--- config.mk ---
export PLATFORM = sky130hd
export DESIGN_NAME = global_port_group_config
export DESIGN_NICKNAME = d
export VERILOG_FILES = /design/src/hw/port_group_pkg.sv /design/src/hw/global_port_group_config.sv
export SDC_FILE = /design/constraint.sdc
export NUM_CORES = 1
export LEC_CHECK = 0
export BUFFER_PORTS_ARGS = -buffer_cell sky130_fd_sc_hd__buf_2
export CAP_MARGIN = 10
export CORE_AREA = 2 2 183 185
export CTS_CLUSTER_SIZE = 8
export DETAILED_ROUTE_END_ITERATION = 16
export DIE_AREA = 0 0 185 187
export PLACE_DENSITY = 0.62
export SLEW_MARGIN = 5
export SYNTH_ARGS = -nofsm -noshare
export SYNTH_HDL_FRONTEND = slang
export SYNTH_SLANG_ARGS = --single-unit
--- constraint.sdc ---
create_clock -name clk -period 19.5 [get_ports clk]
set_input_delay 2.925 -clock clk [delete_from_list [all_inputs] [get_ports clk]]
set_output_delay 2.925 -clock clk [all_outputs]
set_load 0.02 [all_outputs]
--- src/hw/port_group_pkg.sv ---
// Purpose : Constants, register map and carrier types for the port group config block
// Assumes : 50 MHz device clock, AXI4-Lite register access with 32-bit data
// Notes   : Register indices are word indices; byte address is four times the index
package port_group_pkg;

   // ---------------------------------------------------------------
   // Bus and register map
   // ---------------------------------------------------------------
   localparam int          ADDR_W        = 16;
   localparam int          DATA_W        = 32;
   localparam logic [13:0] IDX_FPC_LOW   = 14'h00F1;
   localparam logic [13:0] IDX_TSC_LOW   = 14'h00F2;
   localparam logic [13:0] IDX_FPC_HIGH  = 14'h20F1;
   localparam logic [13:0] IDX_TCR_HIGH  = 14'h20F0;
   localparam logic [13:0] IDX_LATCH_EN  = 14'h3000;
   localparam logic [13:0] IDX_PIN_STAT  = 14'h3001;
   localparam logic [15:0] ADDR_FPC_LOW  = {IDX_FPC_LOW, 2'b00};
   localparam logic [15:0] ADDR_TSC_LOW  = {IDX_TSC_LOW, 2'b00};
   localparam logic [15:0] ADDR_FPC_HIGH = {IDX_FPC_HIGH, 2'b00};
   localparam logic [15:0] ADDR_TCR_HIGH = {IDX_TCR_HIGH, 2'b00};
   localparam logic [15:0] ADDR_LATCH_EN = {IDX_LATCH_EN, 2'b00};
   localparam logic [15:0] ADDR_PIN_STAT = {IDX_PIN_STAT, 2'b00};
   localparam logic [7:0]  REG_RESET     = 8'h00;
   localparam logic [7:0]  MASK_FPC      = 8'hF7;
   localparam logic [7:0]  MASK_TCR      = 8'hEF;
   localparam logic [7:0]  MASK_TSC      = 8'h03;
   localparam logic [1:0]  RESP_OKAY     = 2'h0;
   localparam logic [1:0]  RESP_SLVERR   = 2'h2;

   // ---------------------------------------------------------------
   // Field positions
   // ---------------------------------------------------------------
   localparam int IO_PIN_OUTPUT_SELECT_LSB   = 5;
   localparam int GPIO_OE_BIT = 3;
   localparam int GANGED_BIT  = 2;
   localparam int LATCH_BIT   = 1;
   localparam int INHIBIT_BIT = 0;
   localparam int IBO_LSB     = 6;
   localparam int BACKPLANE_CLOCK_SELECT_LSB   = 4;
   localparam int RXSYNC_BIT  = 2;
   localparam int TXCH_BIT    = 1;
   localparam int RXCH_BIT    = 0;
   localparam int TSDIR_BIT   = 1;
   localparam int TSSEL_BIT   = 0;

   // ---------------------------------------------------------------
   // Field codes
   // ---------------------------------------------------------------
   localparam logic [2:0] GPIO_FRAME_LOSS  = 3'h0;
   localparam logic [2:0] GPIO_CLOCK_LOSS  = 3'h1;
   localparam logic [2:0] GPIO_SIG_FREEZE  = 3'h2;
   localparam logic [2:0] GPIO_FRAMER_LOS  = 3'h3;
   localparam logic [2:0] GPIO_ANALOG_LOS  = 3'h4;
   localparam logic [2:0] GPIO_ALL_LOW     = 3'h5;
   localparam logic [2:0] GPIO_ALL_HIGH    = 3'h6;
   localparam logic [1:0] IBO_DISABLED     = 2'h0;

   // ---------------------------------------------------------------
   // Backplane clock synthesis (phase accumulator)
   // ---------------------------------------------------------------
   localparam longint      CLK_HZ       = 50000000;
   localparam int          NCO_W        = 32;
   localparam longint      BP_HZ_2M048  = 2048000;
   localparam longint      BP_HZ_4M096  = 4096000;
   localparam longint      BP_HZ_8M192  = 8192000;
   localparam longint      BP_HZ_16M384 = 16384000;
   localparam logic [31:0] BP_INC_2M048  = 32'((BP_HZ_2M048 << NCO_W) / CLK_HZ);
   localparam logic [31:0] BP_INC_4M096  = 32'((BP_HZ_4M096 << NCO_W) / CLK_HZ);
   localparam logic [31:0] BP_INC_8M192  = 32'((BP_HZ_8M192 << NCO_W) / CLK_HZ);
   localparam logic [31:0] BP_INC_16M384 = 32'((BP_HZ_16M384 << NCO_W) / CLK_HZ);

   typedef struct packed {
      logic [7:0] frame_loss;
      logic [7:0] clock_loss;
      logic [7:0] sig_freeze;
      logic [7:0] framer_los;
      logic [7:0] analog_los;
   } alarm_group_type;

endpackage

--- src/hw/global_port_group_config.sv ---
// Purpose : Global pin-function and bus configuration for a group of framer ports
// Assumes : All pin inputs synchronous to clk; AXI4-Lite master keeps one write and one read
// Notes   : Every output comes from a flip-flop, so pin functions follow a write by two edges
`timescale 1ns/1ps
`default_nettype none

module global_port_group_config
   import port_group_pkg::*;
(
   input  wire logic                  clk,
   input  wire logic                  rst,
   input  wire logic [ADDR_W-1:0]     awaddr,
   input  wire logic                  awvalid,
   output logic                       awready,
   input  wire logic [DATA_W-1:0]     wdata,
   input  wire logic [DATA_W/8-1:0]   wstrb,
   input  wire logic                  wvalid,
   output logic                       wready,
   output logic [1:0]                 bresp,
   output logic                       bvalid,
   input  wire logic                  bready,
   input  wire logic [ADDR_W-1:0]     araddr,
   input  wire logic                  arvalid,
   output logic                       arready,
   output logic [DATA_W-1:0]          rdata,
   output logic [1:0]                 rresp,
   output logic                       rvalid,
   input  wire logic                  rready,
   input  wire alarm_group_type       alarms_high,
   input  wire logic [7:0]            gpio_in,
   output logic [7:0]                 gpio_out,
   output logic [7:0]                 gpio_oe,
   input  wire logic                  irq_request,
   output logic                       irq_pin_n,
   output logic                       ganged_bus_enable,
   output logic [1:0]                 interleave_mode_low,
   output logic [1:0]                 interleave_mode_high,
   output logic                       ibo_mux_enable_low,
   output logic                       ibo_mux_enable_high,
   output logic [1:0]                 backplane_clk,
   output logic [7:0]                 counter_latch_pulse,
   input  wire logic [15:0]           rx_frame_pulse,
   input  wire logic [15:0]           rx_multiframe_pulse,
   input  wire logic [15:0]           tx_slot_block,
   input  wire logic [15:0]           tx_slot_clock,
   input  wire logic [15:0]           rx_slot_block,
   input  wire logic [15:0]           rx_slot_clock,
   output logic [15:0]                rx_sync_pin,
   output logic [15:0]                tx_slot_pin,
   output logic [15:0]                rx_slot_pin,
   input  wire logic [7:0]            tx_sync_framer,
   input  wire logic [7:0]            tx_sync_framer_oe,
   input  wire logic [7:0]            system_sync_source,
   input  wire logic [7:0]            tx_system_sync_pin_in,
   output logic [7:0]                 tx_system_sync_pin,
   output logic [7:0]                 tx_system_sync_pin_oe
);

   // ---------------------------------------------------------------
   // Register storage and bus state
   // ---------------------------------------------------------------
   logic [7:0]        fpc_low_r;
   logic [7:0]        tsc_low_r;
   logic [7:0]        fpc_high_r;
   logic [7:0]        tcr_high_r;
   logic [7:0]        latch_en_r;
   logic              aw_held_r;
   logic              w_held_r;
   logic [ADDR_W-1:0] aw_addr_r;
   logic [7:0]        w_byte_r;
   logic              w_lane_r;
   logic              awready_r;
   logic              wready_r;
   logic              bvalid_r;
   logic [1:0]        bresp_r;
   logic              arready_r;
   logic              rvalid_r;
   logic [1:0]        rresp_r;
   logic [DATA_W-1:0] rdata_r;
   logic              do_write;
   logic              wr_hit;
   logic              rd_hit;
   logic [DATA_W-1:0] rd_data;
   logic              run_r;

   assign awready = awready_r;
   assign wready  = wready_r;
   assign bvalid  = bvalid_r;
   assign bresp   = bresp_r;
   assign arready = arready_r;
   assign rvalid  = rvalid_r;
   assign rresp   = rresp_r;
   assign rdata   = rdata_r;

   // ---------------------------------------------------------------
   // AXI4-Lite write channel
   // ---------------------------------------------------------------
   // Address and data are captured independently; the response waits for both
   assign do_write = aw_held_r && w_held_r && !bvalid_r;

   always_comb
   begin
      wr_hit = 1'b0;
      unique case (aw_addr_r)
         ADDR_FPC_LOW, ADDR_TSC_LOW, ADDR_FPC_HIGH, ADDR_TCR_HIGH, ADDR_LATCH_EN:
            wr_hit = 1'b1;
         default:
            wr_hit = 1'b0;
      endcase
   end

   always_ff @(posedge clk or posedge rst)
   begin
      if (rst)
      begin
         awready_r <= 1'b0;
         aw_held_r <= 1'b0;
         aw_addr_r <= '0;
      end
      else if (awvalid && awready_r)
      begin
         awready_r <= 1'b0;
         aw_held_r <= 1'b1;
         aw_addr_r <= awaddr;
      end
      else if (bvalid_r && bready)
         aw_held_r <= 1'b0;
      else if (!aw_held_r)
         awready_r <= 1'b1;
   end

   always_ff @(posedge clk or posedge rst)
   begin
      if (rst)
      begin
         wready_r <= 1'b0;
         w_held_r <= 1'b0;
         w_byte_r <= 8'h00;
         w_lane_r <= 1'b0;
      end
      else if (wvalid && wready_r)
      begin
         wready_r <= 1'b0;
         w_held_r <= 1'b1;
         w_byte_r <= wdata[7:0];
         w_lane_r <= wstrb[0];
      end
      else if (bvalid_r && bready)
         w_held_r <= 1'b0;
      else if (!w_held_r)
         wready_r <= 1'b1;
   end

   always_ff @(posedge clk or posedge rst)
   begin
      if (rst)
      begin
         bvalid_r <= 1'b0;
         bresp_r  <= RESP_OKAY;
      end
      else if (do_write)
      begin
         bvalid_r <= 1'b1;
         bresp_r  <= wr_hit ? RESP_OKAY : RESP_SLVERR;
      end
      else if (bvalid_r && bready)
         bvalid_r <= 1'b0;
   end

   // Reserved positions are masked on write so they never steer a pin
   always_ff @(posedge clk or posedge rst)
   begin
      if (rst)
      begin
         fpc_low_r  <= REG_RESET;
         tsc_low_r  <= REG_RESET;
         fpc_high_r <= REG_RESET;
         tcr_high_r <= REG_RESET;
         latch_en_r <= REG_RESET;
      end
      else if (do_write && w_lane_r)
      begin
         unique case (aw_addr_r)
            ADDR_FPC_LOW:  fpc_low_r  <= w_byte_r & MASK_FPC;
            ADDR_TSC_LOW:  tsc_low_r  <= w_byte_r & MASK_TSC;
            ADDR_FPC_HIGH: fpc_high_r <= w_byte_r & MASK_FPC;
            ADDR_TCR_HIGH: tcr_high_r <= w_byte_r & MASK_TCR;
            ADDR_LATCH_EN: latch_en_r <= w_byte_r;
            default:       latch_en_r <= latch_en_r;
         endcase
      end
   end

   // ---------------------------------------------------------------
   // AXI4-Lite read channel
   // ---------------------------------------------------------------
   always_comb
   begin
      rd_hit  = 1'b1;
      rd_data = '0;
      unique case (araddr)
         ADDR_FPC_LOW:  rd_data[7:0]  = fpc_low_r;
         ADDR_TSC_LOW:  rd_data[7:0]  = tsc_low_r;
         ADDR_FPC_HIGH: rd_data[7:0]  = fpc_high_r;
         ADDR_TCR_HIGH: rd_data[7:0]  = tcr_high_r;
         ADDR_LATCH_EN: rd_data[7:0]  = latch_en_r;
         ADDR_PIN_STAT: rd_data[15:0] = {tx_system_sync_pin_in, gpio_in};
         default:       rd_hit        = 1'b0;
      endcase
   end

   always_ff @(posedge clk or posedge rst)
   begin
      if (rst)
      begin
         arready_r <= 1'b0;
         rvalid_r  <= 1'b0;
         rresp_r   <= RESP_OKAY;
         rdata_r   <= '0;
      end
      else if (arvalid && arready_r)
      begin
         arready_r <= 1'b0;
         rvalid_r  <= 1'b1;
         rresp_r   <= rd_hit ? RESP_OKAY : RESP_SLVERR;
         rdata_r   <= rd_data;
      end
      else if (rvalid_r && rready)
         rvalid_r <= 1'b0;
      else if (!rvalid_r)
         arready_r <= 1'b1;
   end

   // ---------------------------------------------------------------
   // General-purpose pins of the upper ports
   // ---------------------------------------------------------------
   // Reserved select code drives low rather than leaving pins floating
   always_ff @(posedge clk or posedge rst)
   begin
      if (rst)
      begin
         gpio_oe  <= 8'h00;
         gpio_out <= 8'h00;
      end
      else
      begin
         gpio_oe <= {8{tcr_high_r[GPIO_OE_BIT]}};
         unique case (tcr_high_r[IO_PIN_OUTPUT_SELECT_LSB +: 3])
            GPIO_FRAME_LOSS: gpio_out <= alarms_high.frame_loss;
            GPIO_CLOCK_LOSS: gpio_out <= alarms_high.clock_loss;
            GPIO_SIG_FREEZE: gpio_out <= alarms_high.sig_freeze;
            GPIO_FRAMER_LOS: gpio_out <= alarms_high.framer_los;
            GPIO_ANALOG_LOS: gpio_out <= alarms_high.analog_los;
            GPIO_ALL_LOW:    gpio_out <= 8'h00;
            GPIO_ALL_HIGH:   gpio_out <= 8'hFF;
            default:         gpio_out <= 8'h00;
         endcase
      end
   end

   // ---------------------------------------------------------------
   // Interleaved bus, counter latch and interrupt pin
   // ---------------------------------------------------------------
   logic latch_bit_d_r;

   always_ff @(posedge clk or posedge rst)
   begin
      if (rst)
      begin
         ganged_bus_enable    <= 1'b0;
         ibo_mux_enable_high  <= 1'b0;
         ibo_mux_enable_low   <= 1'b0;
         interleave_mode_low  <= IBO_DISABLED;
         interleave_mode_high <= IBO_DISABLED;
      end
      else
      begin
         ganged_bus_enable    <= tcr_high_r[GANGED_BIT];
         interleave_mode_low  <= fpc_low_r[IBO_LSB +: 2];
         interleave_mode_high <= fpc_high_r[IBO_LSB +: 2];
         ibo_mux_enable_low   <= fpc_low_r[IBO_LSB +: 2] != IBO_DISABLED;
         ibo_mux_enable_high  <= !tcr_high_r[GANGED_BIT] &&
                                 fpc_high_r[IBO_LSB +: 2] != IBO_DISABLED;
      end
   end

   // Only a 0-to-1 edge fires; holding the bit high never repeats the latch
   always_ff @(posedge clk or posedge rst)
   begin
      if (rst)
      begin
         latch_bit_d_r       <= 1'b0;
         counter_latch_pulse <= 8'h00;
      end
      else
      begin
         latch_bit_d_r       <= tcr_high_r[LATCH_BIT];
         counter_latch_pulse <= (tcr_high_r[LATCH_BIT] && !latch_bit_d_r) ?
                                latch_en_r : 8'h00;
      end
   end

   always_ff @(posedge clk or posedge rst)
   begin
      if (rst)
         irq_pin_n <= 1'b1;
      else
         irq_pin_n <= tcr_high_r[INHIBIT_BIT] || !irq_request;
   end

   // ---------------------------------------------------------------
   // Per-group backplane clocks and shared pin functions
   // ---------------------------------------------------------------
   // The accumulator clocks carry up to one 20 ns period of jitter
   logic [1:0] bp_rise;

   for (genvar g = 0; g < 2; g++)
   begin : g_group
      logic [7:0]       fpc;
      logic [NCO_W-1:0] inc;
      logic [NCO_W-1:0] acc_r;
      logic             clk_q_r;
      logic [7:0]       rx_sync_r;
      logic [7:0]       tx_slot_r;
      logic [7:0]       rx_slot_r;

      assign fpc = (g == 0) ? fpc_low_r : fpc_high_r;

      always_comb
      begin
         unique case (fpc[BACKPLANE_CLOCK_SELECT_LSB +: 2])
            2'h0: inc = BP_INC_2M048;
            2'h1: inc = BP_INC_4M096;
            2'h2: inc = BP_INC_8M192;
            2'h3: inc = BP_INC_16M384;
         endcase
      end

      always_ff @(posedge clk or posedge rst)
      begin
         if (rst)
         begin
            acc_r   <= '0;
            clk_q_r <= 1'b0;
         end
         else
         begin
            acc_r   <= acc_r + inc;
            clk_q_r <= acc_r[NCO_W-1];
         end
      end

      always_ff @(posedge clk or posedge rst)
      begin
         if (rst)
         begin
            rx_sync_r <= 8'h00;
            tx_slot_r <= 8'h00;
            rx_slot_r <= 8'h00;
         end
         else
         begin
            rx_sync_r <= fpc[RXSYNC_BIT] ? rx_multiframe_pulse[g*8 +: 8] :
                         rx_frame_pulse[g*8 +: 8];
            tx_slot_r <= fpc[TXCH_BIT] ? tx_slot_clock[g*8 +: 8] :
                         tx_slot_block[g*8 +: 8];
            rx_slot_r <= fpc[RXCH_BIT] ? rx_slot_clock[g*8 +: 8] :
                         rx_slot_block[g*8 +: 8];
         end
      end

      assign bp_rise[g]           = acc_r[NCO_W-1] && !clk_q_r;
      assign backplane_clk[g]     = clk_q_r;
      assign rx_sync_pin[g*8 +: 8] = rx_sync_r;
      assign tx_slot_pin[g*8 +: 8] = tx_slot_r;
      assign rx_slot_pin[g*8 +: 8] = rx_slot_r;

   end

   // ---------------------------------------------------------------
   // Transmit sync pins of the lower ports
   // ---------------------------------------------------------------
   // System sync is launched on the first backplane clock's rising edge
   logic [7:0] sys_sync_r;

   always_ff @(posedge clk or posedge rst)
   begin
      if (rst)
         sys_sync_r <= 8'h00;
      else if (bp_rise[0])
         sys_sync_r <= system_sync_source;
   end

   always_ff @(posedge clk or posedge rst)
   begin
      if (rst)
      begin
         tx_system_sync_pin    <= 8'h00;
         tx_system_sync_pin_oe <= 8'h00;
      end
      else if (tsc_low_r[TSSEL_BIT])
      begin
         tx_system_sync_pin    <= sys_sync_r;
         tx_system_sync_pin_oe <= {8{tsc_low_r[TSDIR_BIT]}};
      end
      else
      begin
         tx_system_sync_pin    <= tx_sync_framer;
         tx_system_sync_pin_oe <= tx_sync_framer_oe;
      end
   end

   // ---------------------------------------------------------------
   // Assertions
   // ---------------------------------------------------------------
   // Outputs still show reset values at the first edge after release
   always_ff @(posedge clk or posedge rst)
   begin
      if (rst)
         run_r <= 1'b0;
      else
         run_r <= 1'b1;
   end
endmodule

`default_nettype wire

Word-level counts from Yosys, hierarchy flattened:

Cells that the tools add are included.

* output and inout port bits: 139
* register bits after elaboration: 247
* bits of input ports: 252
* logic and storage cells: 140

* add/sub/neg operators: 2
* mux-type cells: 33
* equality and inequality tests: 28
* reduce and logical (&&, ||, !) cells: 36

Operators with widths (number)
* one-hot mux 32 bit (4 select lines): 2
* == test 16 bit, second input constant: 7
* one-hot mux 8 bit (6 select lines): 2
* two-way mux 8 bit: 10
* adder 32 bit: 2
* == test 16 x 10 -> 1 bit, second input constant: 4
* two-way mux 1 bit: 17
* AND reduction 2 bit: 8
* nonzero test 2 bit: 6
* logical AND 1 bit: 11
* == test 2 bit, second input constant: 4
* == test 3 x 2 -> 1 bit, second input constant: 2
* == test 3 bit, second input constant: 2
* inequality test 2 x 1 -> 1 bit, second input constant: 3
* inequality test 2 bit, second input constant: 3
* OR reduction 6 bit: 1
* zero test 1 bit: 5
* OR reduction 5 bit: 1
* == test 2 x 1 -> 1 bit, second input constant: 2
* zero test 2 bit: 2
* two-way mux 2 bit: 2
* == test 3 x 1 -> 1 bit, second input constant: 1
* zero test 3 bit: 1
* logical OR 1 bit: 1

Depth between registers and ports, before layout:

* depth in word-level cells: 4
* depth in mapped cells: 14
* mapped depth without buffers: 13

Least setup slack after synthesis:

No wires, ideal clock.

* path kind: input to register
* start point: input araddr[11]
* end point: register rdata_r[4], in the netlist rdata[4]
* path slack: 14.790 ns
* required time: 19.417 ns
* setup time: 0.083 ns
* stages on the path: 8
* data arrival time: 4.627 ns
* path buffers: 0
* path through: or4_1 > nor3_1 > nand3b_1 > nor2_1 > a22oi_1 > a21oi_1 > a21oi_1 > o21ai_0

* longest elaborated chain between the ends: 2
* elaborated cells between the ends (all ways): 7
* those cells by class: eq/ne: 6; mux: 1

Ends and longest elaborated chain
* start: declaration: line global_port_group_config.sv:22 `input wire logic [ADDR_W-1:0] araddr,`
* == test 16 bit or == test 16 x 10 -> 1 bit (tied branches): line global_port_group_config.sv:201 `unique case (araddr)`
* one-hot mux 8 bit (6 select lines) *: line global_port_group_config.sv:201
* end signal: assignment: line global_port_group_config.sv:226 `rdata_r <= rd_data;`
* end: declaration: line global_port_group_config.sv:79 `logic [DATA_W-1:0] rdata_r;`

Every way passes the cells marked *; elsewhere a longest branch is shown, timed or not.
A chain may end at the register's enable or synchronous reset.

Worst setup path after layout:

* start point: input araddr[11]
* end point: register rdata_r[11], in the netlist rdata[11]

* longest elaborated chain between the ends: 2

Ends and longest elaborated chain (line)
* == test 16 bit: global_port_group_config.sv:201
* two-way mux 8 bit: global_port_group_config.sv:201

No other way between the ends.

==> flow_metrics.tcl <==
set metrics [dict create \
    synth_top_area_share_pct 47.61 \
    grt_pass1_vias 10068 \
    initial_utilization_pct 39.02 \
    synthTopCellsByArea "dfrtp_1 (48%), mux2_2 (12%), ha_1 (6.0%)" \
    r2r_cells 12 \
    hold_path.class "flop to flop" \
    maxSlewHeadroom_pct 25.90 \
    finalSetupTns_ns 0 \
    clkLatencyLatePin_ns 0.50 \
    dominantRegCellSynth "dfrtp_1" \
    via_per_inst 5.132 \
    hold_path_end "gpio_oe[0]" \
    yosysSeqAreaShare_pct 47.82 \
    finalWirelength_microns 33770 \
    drtPass1Iterations 5 \
    postCtsSetupBuffers 0 \
    grt_max_degree 125 \
    cts-buffers-inserted 36 \
    worstPathArrival_ns 5.84 \
    rrSetupSlack_ns 15.31 \
    fp.dieH_microns 187 \
    ioPinCount 391 \
    worst-path-max-fanout 13 \
    synth_commonest_cells "dfrtp_1 (244), mux2_2 (135), nand2_1 (77), o21ai_0 (71), ha_1 (62)" \
    dp_cells 1914 \
    power_density_nw_per_um2 122.7 \
    netlist_area_sq_um 12820 \
    drc 0 \
    cts_tree "yes" \
    ant_nets 0 \
    hold_start "tcr_high_r[3]" \
    synth_top_family_by_area "compound AO/OA/AOI/OAI gates" \
    cts_sinks 245 \
    async_reset_ff_share_pct 100.0 \
    synth_compound_gate_area_share_pct 13.89 \
    grt_setup_unrepaired "no" \
    fin_hold_ws_ns 0.4092 \
    reg2reg_to "g_group[1].acc_r[28]" \
    synth_cell_type_count 81 \
    finalMaxSlewViolations 0 \
    syn_area_per_cell_sq_um 10.97 \
    max_freq_mhz 184.8 \
    nets 1820 \
    overflow 0 \
    htree_levels 2 \
    rows 67 \
    period_minus_slack_ns 5.412 \
    power_mw 1.939 \
    cts_buffer_depth 3 \
    clk_pin_slew_ns 0.05 \
    root_buffer "clkbuf_16" \
    synth_cells 1169 \
    synth.most_common_cell "dfrtp_1" \
    startpoint_type "primary input" \
    drive_gt1_share_pct 36.44 \
    place.gp.congestion 0.8323 \
    yosys.area.top_type "dfrtp_1" \
    drv_cap 0 \
    cp_data_required_time_ns 19.93 \
    synth-simple-area-share_pct 11.55 \
    grt_pass1_wl_microns 53550 \
    fp.dieArea_sq_um 34600 \
    max_slew.worst_pin.slew_ns 1.107 \
    synthMuxAreaShare_pct 11.93 \
    yosys_warnings 0 \
    synth_xor_area_share_pct 4.215 \
    die_w_microns 185 \
    crit_start "araddr[11]" \
    core_area_sq_um 32860 \
    syn_to_final_growth_pct 23.23 \
    p_leak_nw 7.646 \
    ir_worst_vdd_mv 0.07916 \
    nFillCells 3065 \
    synth_adder_area_share_pct 6.362 \
    ys_ff_latch 245 \
    path_cells "buf_2, or4_1, nor3_1, nand3b_1, nor2_1, and4_1, a22o_1" \
    io_buffers 345 \
    wl_per_cell_microns 17.18 \
    min_delay_path_depth 0 \
    fin_cells 1966 \
    grt_usage_pct 19.43 \
    status "finished clean" \
    cts_hold_buffers 0 \
    finalHoldViolCount 0 \
    drt_iter0_drc 440 \
    post_cts_resized 0 \
    fin_skew_ns 0.01771 \
    design_area_sq_um 15800 \
    placed_cell_area_sq_um 14830 \
    vias 10090 \
    r2r_start "fpc_high_r[5]" \
    path_class "primary input to flop" \
    crit_slowest_cell "nor2_1" \
    endpoint_kind "flop" \
    setup_viol 0 \
    dp_hpwl_microns 25320 \
    synth_edf_count 0 \
    antenna_found_initial 7 \
    fin_crit_sh_pct 27.75 \
    max_stage_delay_ns 0.88 \
]
## final cells by class
type,count,area [sq um],share of cell area [%]
Multi-Input combinational cell,829,6217,39.34
Sequential cell,245,6132,38.80
Timing Repair Buffer,347,1742,11.02
Clock buffer,47,942.2,5.962
Tap cell,448,560.5,3.547
Inverter,45,176.4,1.116
Clock inverter,2,25.02,0.1584
Antenna cell,3,7.507,0.04751
## how the worst max path moves through the flow
stage,endpoint
3_3_place_gp,rdata[12]
3_5_place_dp,rdata[15]
6_report,rdata[11]
2_1_floorplan,arready
4_1_cts,rdata[15]
5_1_grt,rdata[1]
## kinds of logic (layout without fill, tap and decap cells)
family                   Yosys count  after routing
AND/OR/NAND/NOR                  288            288
AO/OA/AOI/OAI                    263            263
flip-flops                       245            245
multiplexers                     136            136
buffers and inverters            112            441
adder cells (fa/ha/maj)           64             64
XOR/XNOR                          60             60
other                              1             21
## power by group
group	switching, mW	internal, mW
Sequential	0.0781	0.629
Clock	0.219	0.334
Combinational	0.375	0.305
Total	0.671	1.27
## per-layer routing
layer  part of all wire, %  vias to the layer above  GRT usage, %
met5                 0.095                        -             0
met2                    47                      275         31.50
met4                   2.0                        6         4.823
li1                      -                     4820             -
met3                   5.5                       53         3.660
met1                    45                     4936         26.84
## state kept, by name (all words and copies together), names as in the netlist, 16 cells and up
register           flops
g_group.acc_r         64
g_group.rx_sync_r     16
g_group.rx_slot_r     16
g_group.tx_slot_r     16
aw_addr_r             16
rdata                 16
## cells in the final DEF (no fill, tap or decap), drive strengths merged, types with 4 or more instances in the layout
| cell | instances |
|---|---|
| a21boi | 5 |
| mux2 | 135 |
| ha | 62 |
| nor2b | 14 |
| or2 | 8 |
| o211ai | 6 |
| nand3 | 25 |
| buf | 347 |
| a211oi | 8 |
| nor2 | 59 |
| nor3 | 20 |
| xor2 | 25 |
| a221o | 4 |
| xnor2 | 35 |
| o21a | 9 |
| nor4 | 4 |
| and2 | 15 |
| inv | 46 |
| a31oi | 7 |
| a22oi | 11 |
| nor3b | 5 |
| clkbuf | 47 |
| and4 | 5 |
| nand4 | 10 |
| a221oi | 5 |
| a21o | 21 |
| conb | 18 |
| nand2 | 78 |
| nor4b | 4 |
| a222oi | 4 |
| nand2b | 12 |
| o21ai | 74 |
| or3 | 11 |
| a21oi | 62 |
| o21bai | 9 |
| or4 | 4 |
| a22o | 9 |
| and3 | 7 |
| dfrtp | 244 |
## worst max-delay path: cells and delay by family
| family | cells | cell delay (ns) |
|---|---|---|
| AND/OR/NAND/NOR | 5 | 2.63 |
| buffers and inverters | 1 | 0.10 |
| AO/OA/AOI/OAI | 1 | 0.18 |
## through the flow
step / setup slack (ns) / utilization, %
after global routing: 13.93 / 48.08
after CTS: 14.13 / 48.07
after floorplan: 9.847 / -
final: 14.09 / 48.09
after global placement: 13.63 / 45.12
after detailed placement: 13.62 / 45.12
Note: power is estimated with default switching activity, not from simulation.
